===== src/tsoc_regs.svh =====
// Register offsets, field positions, reset values and timing constants
`ifndef TSOC_REGS_SVH
`define TSOC_REGS_SVH
// Register byte offsets
`define TSOC_OFF_CTRL 8'h00
`define TSOC_OFF_SEQ 8'h04
`define TSOC_OFF_PERIOD 8'h08
`define TSOC_OFF_SOFT 8'h0c
`define TSOC_OFF_SW0_CFG 8'h10
`define TSOC_OFF_SW0_DLY 8'h14
`define TSOC_OFF_SW0_LEN 8'h18
`define TSOC_OFF_SW1_CFG 8'h20
`define TSOC_OFF_SW1_DLY 8'h24
`define TSOC_OFF_SW1_LEN 8'h28
`define TSOC_OFF_PULSE 8'h30
`define TSOC_OFF_STATUS 8'h34
// Control register fields
`define TSOC_CTRL_INT 0
`define TSOC_CTRL_REGMODE 1
`define TSOC_CTRL_CNT_LO 2
`define TSOC_CTRL_CNT_HI 3
`define TSOC_CTRL_ROLL 4
`define TSOC_CTRL_START 5
`define TSOC_CTRL_STOP 6
// Shared fields
`define TSOC_BIT_GO 0
`define TSOC_MS_MSB 15
`define TSOC_CFG_SRC_LO 0
`define TSOC_CFG_SRC_HI 2
`define TSOC_CFG_POL 4
// Status register fields
`define TSOC_ST_RUN 0
`define TSOC_ST_OUT_LO 2
`define TSOC_ST_BUSY_LO 4
`define TSOC_ST_FRM_LO 16
// Reset values
`define TSOC_RST_SEQ 16'h0001
`define TSOC_RST_PERIOD 16'h0028
`define TSOC_RST_DLY 16'h0000
`define TSOC_RST_LEN 16'h0001
// Bus and timing
`define TSOC_HSIZE_WORD 3'h2
`define TSOC_CLK_HZ 50000000
`define TSOC_TICK_MS 1
`define TSOC_MS_PER_S 1000
`endif


===== src/tsoc_pkg.sv =====
// Types shared by the trigger and switch output blocks
package tsoc_pkg;
    // Switch signal source selection
    typedef enum logic [2:0] {
        SRC_OFF = 3'h0,
        SRC_TRIG = 3'h1,
        SRC_SOI = 3'h2,
        SRC_EOI = 3'h3,
        SRC_CC2 = 3'h4,
        SRC_CC3 = 3'h5,
        SRC_REG = 3'h6
    } tsoc_src_t;
    // Capture count modes
    typedef enum logic [1:0] {
        CNT_SINGLE = 2'h0,
        CNT_SEQ = 2'h1,
        CNT_CONT = 2'h2
    } tsoc_cnt_t;
    // Capture control states
    typedef enum logic {
        CAP_IDLE = 1'b0,
        CAP_RUN = 1'b1
    } tsoc_cap_t;
    // Switch channel states
    typedef enum logic [1:0] {
        SW_IDLE = 2'h0,
        SW_DELAY = 2'h1,
        SW_PULSE = 2'h2
    } tsoc_sw_t;
endpackage : tsoc_pkg


===== src/tsoc_top.sv =====
// Trigger source, capture control and switch outputs behind an AHB-Lite slave
//
// Functional notes
// Two independent switch outputs, each fully configured
// Source off keeps output inactive
// Trigger source follows external trigger input
// Start of integration fires the output
// End of integration fires the output
// Integration sources ignored in rolling shutter
// CC2 level passes to chosen output
// CC3 level passes to chosen output
// Writing 1 to pulse register emits pulse
// Output delayed by programmable milliseconds
// Pulse held programmable milliseconds, then inactive
// Polarity selects active low or high
// Capture from external input or internal generator
// Single, sequence or continuous capture counts
// Internal generator runs at programmable frame rate
// Events during delay or pulse are ignored
`timescale 1ns/1ps
`include "tsoc_regs.svh"
module tsoc_top #(
    parameter int unsigned MS_CYCLES = `TSOC_CLK_HZ / `TSOC_MS_PER_S * `TSOC_TICK_MS
) (
    // Clock and reset
    input wire logic hclk,
    input wire logic hresetn,
    // AHB-Lite slave
    input wire logic hsel,
    input wire logic [31:0] haddr,
    input wire logic [1:0] htrans,
    input wire logic hwrite,
    input wire logic [2:0] hsize,
    input wire logic [31:0] hwdata,
    input wire logic hready,
    output logic [31:0] hrdata,
    output logic hreadyout,
    output logic hresp,
    // Camera events and link control lines
    input wire logic ext_trig,
    input wire logic integ_start,
    input wire logic integ_end,
    input wire logic cc2_level,
    input wire logic cc3_level,
    // Capture request and switch pins
    output logic capture_trig,
    output logic [1:0] switch_out
);
    // ==========================================================
    // State
    // ==========================================================
    typedef struct packed {
        // Bus pipeline
        logic wr_pend;             // Write data phase in progress
        logic rd_pend;             // Read wait state in progress
        logic [7:0] addr;          // Latched byte address
        logic [31:0] hrdata;       // Read data
        // Capture configuration
        logic int_src;             // Internal generator selected
        logic reg_mode;            // Generator under register control
        tsoc_pkg::tsoc_cnt_t cnt_mode;
        logic rolling;             // Rolling shutter active
        logic [15:0] seq_len;      // Frames in a sequence
        logic [15:0] period;       // Frame period in milliseconds
        // Switch configuration, one slice per output
        logic [1:0][2:0] src;
        logic [1:0] pol;
        logic [1:0][15:0] dly;
        logic [1:0][15:0] len;
        // Capture runtime
        tsoc_pkg::tsoc_cap_t cst;
        logic [15:0] frames;       // Frames taken since start
        logic [15:0] per_cnt;      // Milliseconds into the frame period
        logic capt;                // Capture request strobe
        logic ext_prev;            // Trigger input of the last cycle
    } tsoc_top_st_t;
    tsoc_top_st_t q, d;

    // Per-channel offsets so decode can loop over outputs
    localparam logic [1:0][7:0] CFG_OFF = {`TSOC_OFF_SW1_CFG, `TSOC_OFF_SW0_CFG};
    localparam logic [1:0][7:0] DLY_OFF = {`TSOC_OFF_SW1_DLY, `TSOC_OFF_SW0_DLY};
    localparam logic [1:0][7:0] LEN_OFF = {`TSOC_OFF_SW1_LEN, `TSOC_OFF_SW0_LEN};

    // Decode helpers
    logic addr_ok;             // Valid word transfer taken this edge
    logic start_w;             // Capture start written
    logic stop_w;              // Capture stop written
    logic soft_w;              // Register-controlled frame trigger written
    logic pulse_w;             // Switch pulse register written with 1
    logic ext_rise;            // Rising edge on the trigger input
    logic period_hit;          // Internal generator period elapsed
    logic cap_evt;             // Frame event from the selected source
    logic [31:0] rdata;        // Read mux output
    logic [15:0] frames_inc;   // Frame count plus one
    logic tick;                // Millisecond strobe
    // Channel wiring
    logic [1:0] ch_evt;
    logic [1:0] ch_lvl_mode;
    logic [1:0] ch_lvl;
    logic [1:0] ch_busy;
    logic [1:0] ch_out;

    // ==========================================================
    // Time base
    // ==========================================================
    tsoc_tick #(
        .CYCLES(MS_CYCLES)
    ) u_tick (
        .hclk(hclk),
        .hresetn(hresetn),
        .tick(tick)
    );

    // ==========================================================
    // Read mux
    // ==========================================================
    // Unmapped and misaligned words read as zero
    always_comb begin
        rdata = 32'h0000_0000;
        if (q.addr == `TSOC_OFF_CTRL) begin
            rdata[`TSOC_CTRL_INT] = q.int_src;
            rdata[`TSOC_CTRL_REGMODE] = q.reg_mode;
            rdata[`TSOC_CTRL_CNT_HI:`TSOC_CTRL_CNT_LO] = q.cnt_mode;
            rdata[`TSOC_CTRL_ROLL] = q.rolling;
        end else if (q.addr == `TSOC_OFF_SEQ) begin
            rdata[`TSOC_MS_MSB:0] = q.seq_len;
        end else if (q.addr == `TSOC_OFF_PERIOD) begin
            rdata[`TSOC_MS_MSB:0] = q.period;
        end else if (q.addr == `TSOC_OFF_STATUS) begin
            rdata[`TSOC_ST_RUN] = (q.cst == tsoc_pkg::CAP_RUN);
            rdata[`TSOC_ST_OUT_LO +: 2] = ch_out;
            rdata[`TSOC_ST_BUSY_LO +: 2] = ch_busy;
            rdata[`TSOC_ST_FRM_LO +: 16] = q.frames;
        end
        // Switch registers, same layout for each output
        for (int i = 0; i < 2; i++) begin
            if (q.addr == CFG_OFF[i]) begin
                rdata[`TSOC_CFG_SRC_HI:`TSOC_CFG_SRC_LO] = q.src[i];
                rdata[`TSOC_CFG_POL] = q.pol[i];
            end else if (q.addr == DLY_OFF[i]) begin
                rdata[`TSOC_MS_MSB:0] = q.dly[i];
            end else if (q.addr == LEN_OFF[i]) begin
                rdata[`TSOC_MS_MSB:0] = q.len[i];
            end
        end
    end

    // ==========================================================
    // Next state
    // ==========================================================
    always_comb begin
        d = q;
        start_w = 1'b0;
        stop_w = 1'b0;
        soft_w = 1'b0;
        pulse_w = 1'b0;
        d.capt = 1'b0;

        // Address phase: only whole-word transfers are taken
        addr_ok = hsel && htrans[1] && hready && (hsize == `TSOC_HSIZE_WORD);
        d.wr_pend = addr_ok && hwrite;
        d.rd_pend = addr_ok && !hwrite;
        if (addr_ok) d.addr = haddr[7:0];

        // Read wait state lets a write just before land first
        if (q.rd_pend) d.hrdata = rdata;

        // Write data phase
        if (q.wr_pend) begin
            if (q.addr == `TSOC_OFF_CTRL) begin
                d.int_src = hwdata[`TSOC_CTRL_INT];
                d.reg_mode = hwdata[`TSOC_CTRL_REGMODE];
                d.cnt_mode = tsoc_pkg::tsoc_cnt_t'(hwdata[`TSOC_CTRL_CNT_HI:`TSOC_CTRL_CNT_LO]);
                d.rolling = hwdata[`TSOC_CTRL_ROLL];
                start_w = hwdata[`TSOC_CTRL_START];
                stop_w = hwdata[`TSOC_CTRL_STOP];
            end else if (q.addr == `TSOC_OFF_SEQ) begin
                d.seq_len = hwdata[`TSOC_MS_MSB:0];
            end else if (q.addr == `TSOC_OFF_PERIOD) begin
                d.period = hwdata[`TSOC_MS_MSB:0];
            end else if (q.addr == `TSOC_OFF_SOFT) begin
                soft_w = hwdata[`TSOC_BIT_GO];
            end else if (q.addr == `TSOC_OFF_PULSE) begin
                pulse_w = hwdata[`TSOC_BIT_GO];
            end
            for (int i = 0; i < 2; i++) begin
                if (q.addr == CFG_OFF[i]) begin
                    d.src[i] = hwdata[`TSOC_CFG_SRC_HI:`TSOC_CFG_SRC_LO];
                    d.pol[i] = hwdata[`TSOC_CFG_POL];
                end else if (q.addr == DLY_OFF[i]) begin
                    d.dly[i] = hwdata[`TSOC_MS_MSB:0];
                end else if (q.addr == LEN_OFF[i]) begin
                    d.len[i] = hwdata[`TSOC_MS_MSB:0];
                end
            end
        end

        // Trigger input edge; input is synchronous to hclk
        d.ext_prev = ext_trig;
        ext_rise = ext_trig && !q.ext_prev;

        // Internal generator; a zero period behaves as one millisecond
        period_hit = 1'b0;
        if ((q.cst == tsoc_pkg::CAP_RUN) && q.int_src && !q.reg_mode && tick) begin
            if (q.per_cnt + 16'h0001 >= q.period) begin
                period_hit = 1'b1;
                d.per_cnt = 16'h0000;
            end else begin
                d.per_cnt = q.per_cnt + 16'h0001;
            end
        end

        // Frame event from the chosen source, others ignored
        cap_evt = q.int_src ? (q.reg_mode ? soft_w : period_hit) : ext_rise;

        // Capture control; stop wins over start and over a frame event
        frames_inc = q.frames + 16'h0001;
        case (q.cst)
            tsoc_pkg::CAP_IDLE: begin
                if (start_w && !stop_w) begin
                    d.cst = tsoc_pkg::CAP_RUN;
                    d.frames = 16'h0000;
                    d.per_cnt = 16'h0000;
                end
            end
            tsoc_pkg::CAP_RUN: begin
                if (stop_w) begin
                    d.cst = tsoc_pkg::CAP_IDLE;
                end else if (cap_evt) begin
                    d.capt = 1'b1;
                    d.frames = frames_inc;
                    // Count decides whether this frame was the last
                    if (q.cnt_mode == tsoc_pkg::CNT_SINGLE) begin
                        d.cst = tsoc_pkg::CAP_IDLE;
                    end else if (q.cnt_mode == tsoc_pkg::CNT_SEQ && frames_inc >= q.seq_len) begin
                        d.cst = tsoc_pkg::CAP_IDLE;
                    end
                end
            end
            default: d.cst = tsoc_pkg::CAP_IDLE;
        endcase

        // Route a source to each switch output
        for (int i = 0; i < 2; i++) begin
            ch_evt[i] = 1'b0;
            ch_lvl_mode[i] = 1'b0;
            ch_lvl[i] = 1'b0;
            case (tsoc_pkg::tsoc_src_t'(q.src[i]))
                tsoc_pkg::SRC_OFF: ch_evt[i] = 1'b0;
                tsoc_pkg::SRC_TRIG: ch_evt[i] = ext_rise;
                tsoc_pkg::SRC_SOI: ch_evt[i] = integ_start && !q.rolling;
                tsoc_pkg::SRC_EOI: ch_evt[i] = integ_end && !q.rolling;
                tsoc_pkg::SRC_CC2: begin
                    ch_lvl_mode[i] = 1'b1;
                    ch_lvl[i] = cc2_level;
                end
                tsoc_pkg::SRC_CC3: begin
                    ch_lvl_mode[i] = 1'b1;
                    ch_lvl[i] = cc3_level;
                end
                tsoc_pkg::SRC_REG: ch_evt[i] = pulse_w;
                default: ch_evt[i] = 1'b0;
            endcase
        end
    end

    // ==========================================================
    // State register
    // ==========================================================
    // Reset values keep outputs inactive and high-active by default
    always_ff @(posedge hclk or negedge hresetn) begin
        if (!hresetn) begin
            q <= '0;
            q.cnt_mode <= tsoc_pkg::CNT_SINGLE;
            q.cst <= tsoc_pkg::CAP_IDLE;
            q.seq_len <= `TSOC_RST_SEQ;
            q.period <= `TSOC_RST_PERIOD;
            q.pol <= 2'h3;
            q.dly <= {`TSOC_RST_DLY, `TSOC_RST_DLY};
            q.len <= {`TSOC_RST_LEN, `TSOC_RST_LEN};
        end else begin
            q <= d;
        end
    end

    // ==========================================================
    // Switch outputs
    // ==========================================================
    // Each output has its own sequencer and settings
    for (genvar g = 0; g < 2; g++) begin : g_sw
        tsoc_swch u_sw (
            .hclk(hclk),
            .hresetn(hresetn),
            .tick(tick),
            .evt(ch_evt[g]),
            .lvl_mode(ch_lvl_mode[g]),
            .lvl_in(ch_lvl[g]),
            .pol_high(q.pol[g]),
            .dly_ms(q.dly[g]),
            .len_ms(q.len[g]),
            .sw_out(ch_out[g]),
            .busy(ch_busy[g])
        );
    end

    // ==========================================================
    // Outputs
    // ==========================================================
    // Writes take no wait state, reads take one
    assign hreadyout = !q.rd_pend;
    assign hresp = 1'b0;
    assign hrdata = q.hrdata;
    assign capture_trig = q.capt;
    assign switch_out = ch_out;
endmodule : tsoc_top


===== src/tsoc_tick.sv =====
// Millisecond time base prescaler
`timescale 1ns/1ps
module tsoc_tick #(
    parameter int unsigned CYCLES = 50000
) (
    // Clock and reset
    input wire logic hclk,
    input wire logic hresetn,
    // Time base
    output logic tick
);
    typedef struct packed {
        logic [31:0] cnt; // Cycles into the current millisecond
        logic tick;       // One-cycle strobe at each millisecond
    } tsoc_tick_st_t;
    tsoc_tick_st_t q, d;

    // Free-running divider, never restarted so all channels share one grid
    always_comb begin
        d = q;
        d.tick = 1'b0;
        if (q.cnt >= CYCLES - 32'h0000_0001) begin
            d.cnt = 32'h0000_0000;
            d.tick = 1'b1;
        end else begin
            d.cnt = q.cnt + 32'h0000_0001;
        end
    end

    // State register
    always_ff @(posedge hclk or negedge hresetn) begin
        if (!hresetn) q <= '0;
        else q <= d;
    end

    assign tick = q.tick;
endmodule : tsoc_tick


===== src/tsoc_swch.sv =====
// One switch output: delay, pulse shaping and polarity
`timescale 1ns/1ps
module tsoc_swch (
    // Clock and reset
    input wire logic hclk,
    input wire logic hresetn,
    // Controls
    input wire logic tick,
    input wire logic evt,
    input wire logic lvl_mode,
    input wire logic lvl_in,
    input wire logic pol_high,
    input wire logic [15:0] dly_ms,
    input wire logic [15:0] len_ms,
    // Outputs
    output logic sw_out,
    output logic busy
);
    typedef struct packed {
        tsoc_pkg::tsoc_sw_t st; // Channel phase
        logic [15:0] cnt;       // Milliseconds left in phase
        logic out;              // Pin level
    } tsoc_swch_st_t;
    tsoc_swch_st_t q, d;
    logic act;

    // Sequencer; events in delay or pulse are dropped
    always_comb begin
        d = q;
        case (q.st)
            tsoc_pkg::SW_IDLE: begin
                if (evt && !lvl_mode) begin
                    d.st = (dly_ms == 16'h0000) ? tsoc_pkg::SW_PULSE : tsoc_pkg::SW_DELAY;
                    d.cnt = (dly_ms == 16'h0000) ? len_ms : dly_ms;
                end
            end
            tsoc_pkg::SW_DELAY: begin
                if (tick) begin
                    d.cnt = q.cnt - 16'h0001;
                    if (q.cnt <= 16'h0001) begin
                        d.st = tsoc_pkg::SW_PULSE;
                        d.cnt = len_ms;
                    end
                end
            end
            tsoc_pkg::SW_PULSE: begin
                // Zero length still gives one tick so a pulse is never lost
                if (tick) begin
                    d.cnt = q.cnt - 16'h0001;
                    if (q.cnt <= 16'h0001) d.st = tsoc_pkg::SW_IDLE;
                end
            end
            default: d.st = tsoc_pkg::SW_IDLE;
        endcase
        // Level sources bypass the sequencer
        act = lvl_mode ? lvl_in : (d.st == tsoc_pkg::SW_PULSE);
        d.out = ~(act ^ pol_high);
    end

    // State register
    always_ff @(posedge hclk or negedge hresetn) begin
        if (!hresetn) q <= '0;
        else q <= d;
    end

    assign sw_out = q.out;
    assign busy = (q.st != tsoc_pkg::SW_IDLE);
endmodule : tsoc_swch


===== config.mk =====
export PLATFORM = sky130hd
export DESIGN_NAME = tsoc_top
export DESIGN_NICKNAME = d
export VERILOG_FILES = /design/src/tsoc_pkg.sv /design/src/tsoc_top.sv /design/src/tsoc_tick.sv /design/src/tsoc_swch.sv
export VERILOG_INCLUDE_DIRS = /design/src
export SDC_FILE = /design/constraint.sdc
export NUM_CORES = 1
export LEC_CHECK = 0
export BUFFER_PORTS_ARGS = -buffer_cell sky130_fd_sc_hd__buf_2
export CORE_MARGIN = 2
export CORE_UTILIZATION = 37
export CTS_BUF_LIST = sky130_fd_sc_hd__clkbuf_4
export CTS_CLUSTER_SIZE = 28
export DETAILED_ROUTE_END_ITERATION = 7
export PLACE_DENSITY = 0.51
export SLEW_MARGIN = 40
export SYNTH_ARGS = -nofsm -noshare
export SYNTH_HDL_FRONTEND = slang
export SYNTH_SLANG_ARGS = --single-unit

===== constraint.sdc =====
create_clock -name hclk -period 11 [get_ports hclk]
set_input_delay 0.55 -clock hclk [delete_from_list [all_inputs] [get_ports hclk]]
set_output_delay 0.55 -clock hclk [all_outputs]
set_load 0.03 [all_outputs]

==> impl_metrics.csv <==
group,metric,value,unit
clock_network,post_cts_buffers,0,
global_route,track_usage,20.3,%
timing,finalHoldViolCount,0,
synth,synth_edf_count,0,
final_layout,final_cell_area,0.0159,mm2
setup_path,crit_family,"compound AO/OA/AOI/OAI gates",
setup_path,slowest_stage,"a21oi_4",
placement,numPortBuffers,73,
synth,ys_seq_elements,257,
worst_hold_path,hold_path.class,"in2reg",
floorplan,die_x,201,um
synth,synth_largest_area_cell,"dfrtp_1",
synth,async_flop_share,100,%
synth,synth_cells,1432,
run,max_cap_viol_count,0,
setup_path,crit_chain,"ha_1 -> and3_1 -> nand3_1 -> nor2_1 -> and3_1 -> xor2_1 -> ha_1 -> o21ai_0 -> nor2_1 -> a2111oi_0 -> o21ai_1 -> a21oi_4 -> inv_2 -> nor2_4 -> a22o_1",
clock_network,clock_latency,0.76,ns
floorplan,ios,116,
placement,gp_congestion,0.857,
placement,hpwlAfterDp,28900,um
timing,setup_tns,0,ns
timing,worstMarginPinSlew,0.812,ns
clock_network,cts_buffer_depth,3,
final_layout,area_growth,10.7,%
routing,first_pass_iters,6,
floorplan,start_util,37.4,%
timing,setup_viol,0,
pwr,p_total,2.65,mW
setup_path,cp-end-kind,"register",
synth,yosys.cell_count.top_type,"dfrtp_1",
status,status,"completed",
synth,synthesis.area,0.0144,mm2
setup_path,cp-start-kind,"register",
floorplan,rows,72,
routing,detail-route-antenna-nets,0,
routing,drc_errors,0,
clock_network,cts_tree,"done",
global_route,grt_max_degree,72,
timing,rsz0062_at_grt,"false",
synth,synth_common_cells,"dfrtp_1, mux2_2, a21oi_1",
floorplan,die_h,201,um
timing,period_minus_slack,4.22,ns
global_route,grt-ovfl-total,0,
synth,ys_top_cells_by_area,"dfrtp_1, mux2_2, ha_1",
setup_path,path_class,"reg2reg",
global_route,antenna_found_initial,1,
timing,fin_skew,0.0643,ns
placement,placed_area,0.0150,mm2
pwr,p_per_area,167,mW/mm2
clock_network,clockRootBuffer,"clkbuf_4",
timing,finalCritPeriodShare,38.4,%
timing,maxSlewHeadroom,45.5,%
routing,vias,11200,
global_route,grt_pass1_wl,64100,um
synth,syn_area_per_cell,10.0,um2
setup_path,required,11.66,ns
routing,wl,40600,um
synth,synthDistinctLibCells,89,
routing,avgViaCountPerCell,5.41,
clock_network,htree_num_levels,3,
synth,yosysTopAreaCellShare,43.5,%
clock_network,cts_made_buffers,76,
synth,synth_ff_type,"dfrtp_1",
final_layout,final_nets,1627,
synth,yosysSeqAreaShare,44.8,%
clock_network,path_clk_slew,0.06,ns
timing,max_freq,237,MHz
timing,drv_slew,0,
pwr,leakage,7.07,nW
global_route,grt_pass1_vias,11100,
clock_network,hold_buffers,3,
floorplan,core_area,0.0385,mm2
setup_path,cp_slowest_stage_delay,0.44,ns
routing,wl_per_cell,19.6,um
setup_path,path_max_fanout,14,
setup_path,critPathBufInv,1,
synth,ys_warn_count,0,
final_layout,n_fill_cell,3883,
final_layout,drive_gt1_share,23.1,%
routing,drt_iter0_drc,647,
floorplan,die_area,0.0404,mm2
clock_network,ctsResizeCount,0,
pwr,peakVddDrop,0.0852,mV
clock_network,clock-sinks,257,
setup_path,arrival,4.88,ns
==> metrics by stage <==
step	hold slack, ns	instances	setup WS, ns	utilization [%]
4_1_cts	0.00852	2071	6.78	41.3
3_3_place_gp	0.447	1938	6.44	38.8
6_report	0.0789	2072	6.78	41.4
3_5_place_dp	0.450	1938	6.76	38.9
2_1_floorplan	0.254	1448	7.37	-
5_1_grt	0.0295	2072	6.39	41.4
==> where the power goes <==
group / leakage (nW) / internal, mW / switching [mW] / total [mW]
registers: 3.13 / 1.04 / 0.133 / 1.17
clock network: 0.541 / 0.449 / 0.424 / 0.873
logic: 3.40 / 0.259 / 0.347 / 0.606
total: 7.07 / 1.75 / 0.905 / 2.65
==> worst register-to-register path, stage by stage, from the launching register on <==
cell and delay [ns]:
dfrtp_1 0.43, ha_1 0.24, and3_1 0.25, nand3_1 0.16, nor2_1 0.30, and3_1 0.27
xor2_1 0.19, ha_1 0.28, o21ai_0 0.18, nor2_1 0.06, a2111oi_0 0.43, o21ai_1 0.21
a21oi_4 0.44, inv_2 0.18, nor2_4 0.35, a22o_1 0.21
==> flip-flops by register name (all words and copies together), names as in the netlist <==
signal and flops:
q 153, capture_trig 1, g_sw.u_sw.sw_out 2, hrdata 32
u_tick.q 32, u_tick.tick 1, g_sw.u_sw.q 36
==> layer usage <==
metal	up-vias	GRT usage [%]	share of wire [%]
met5	-	0	0
met4	0	8.10	3.3
met3	85	4.12	5.1
met2	286	30.7	44
met1	5479	28.4	47
li1	5355	-	-
==> final timing paths <==
| kind | slack (ns) | end | startpoint | cells after the start |
|---|---|---|---|---|
| min in group asynchronous | 0.35 | g_sw[0].u_sw.q[2] | hresetn | 2 |
| min reg2reg | 0.45 | u_tick.q[1] | u_tick.q[1] | 1 |
| max reg2reg | 6.78 | q[31] | q[2] | 15 |
| min | 0.08 | q[182] | haddr[6] | 2 |
| max in group asynchronous | 9.03 | u_tick.q[3] | hresetn | 4 |
| max | 6.78 | q[31] | q[2] | 15 |
==> layout by cell type (no fill, tap or decap), types with 31 or more instances in the layout <==
master    instances
nand2_1          98
o22ai_1          42
xor2_1           32
nor2_1           99
mux2_2          115
inv_1            54
a21oi_1         102
dfrtp_1         250
ha_1             47
o21ai_0          66
clkbuf_4        108
nand3_1          31
xnor2_1          36
buf_2            72
==> cell families (layout without fill, tap and decap cells) <==
logic type | count (synthesis) | after routing | share of synthesized area (%)
DFF | 257 | 257 | 44.8
and+or+nand+nor | 400 | 400 | 14.8
adders and majority gates | 47 | 47 | 4.09
muxes | 124 | 124 | 9.65
buffers and inverters | 168 | 273 | 5.81
AOI/OAI and AO/OA | 367 | 367 | 16.7
other | 1 | 18 | 0.0261
xor gates and xnor gates | 68 | 68 | 4.14
==> area by class of cell <==
type	instances	area (um2)	area share (%)
clock inverter	22	85.1	0.535
clock buffer	108	811	5.10
tap	518	648	4.07
multi-input combinational	1023	7210	45.3
inverter	55	206	1.30
antenna	1	2.50	0.0157
sequential	257	6440	40.5
timing repair buffer	88	507	3.19
Power figures use the tool's default switching activity.
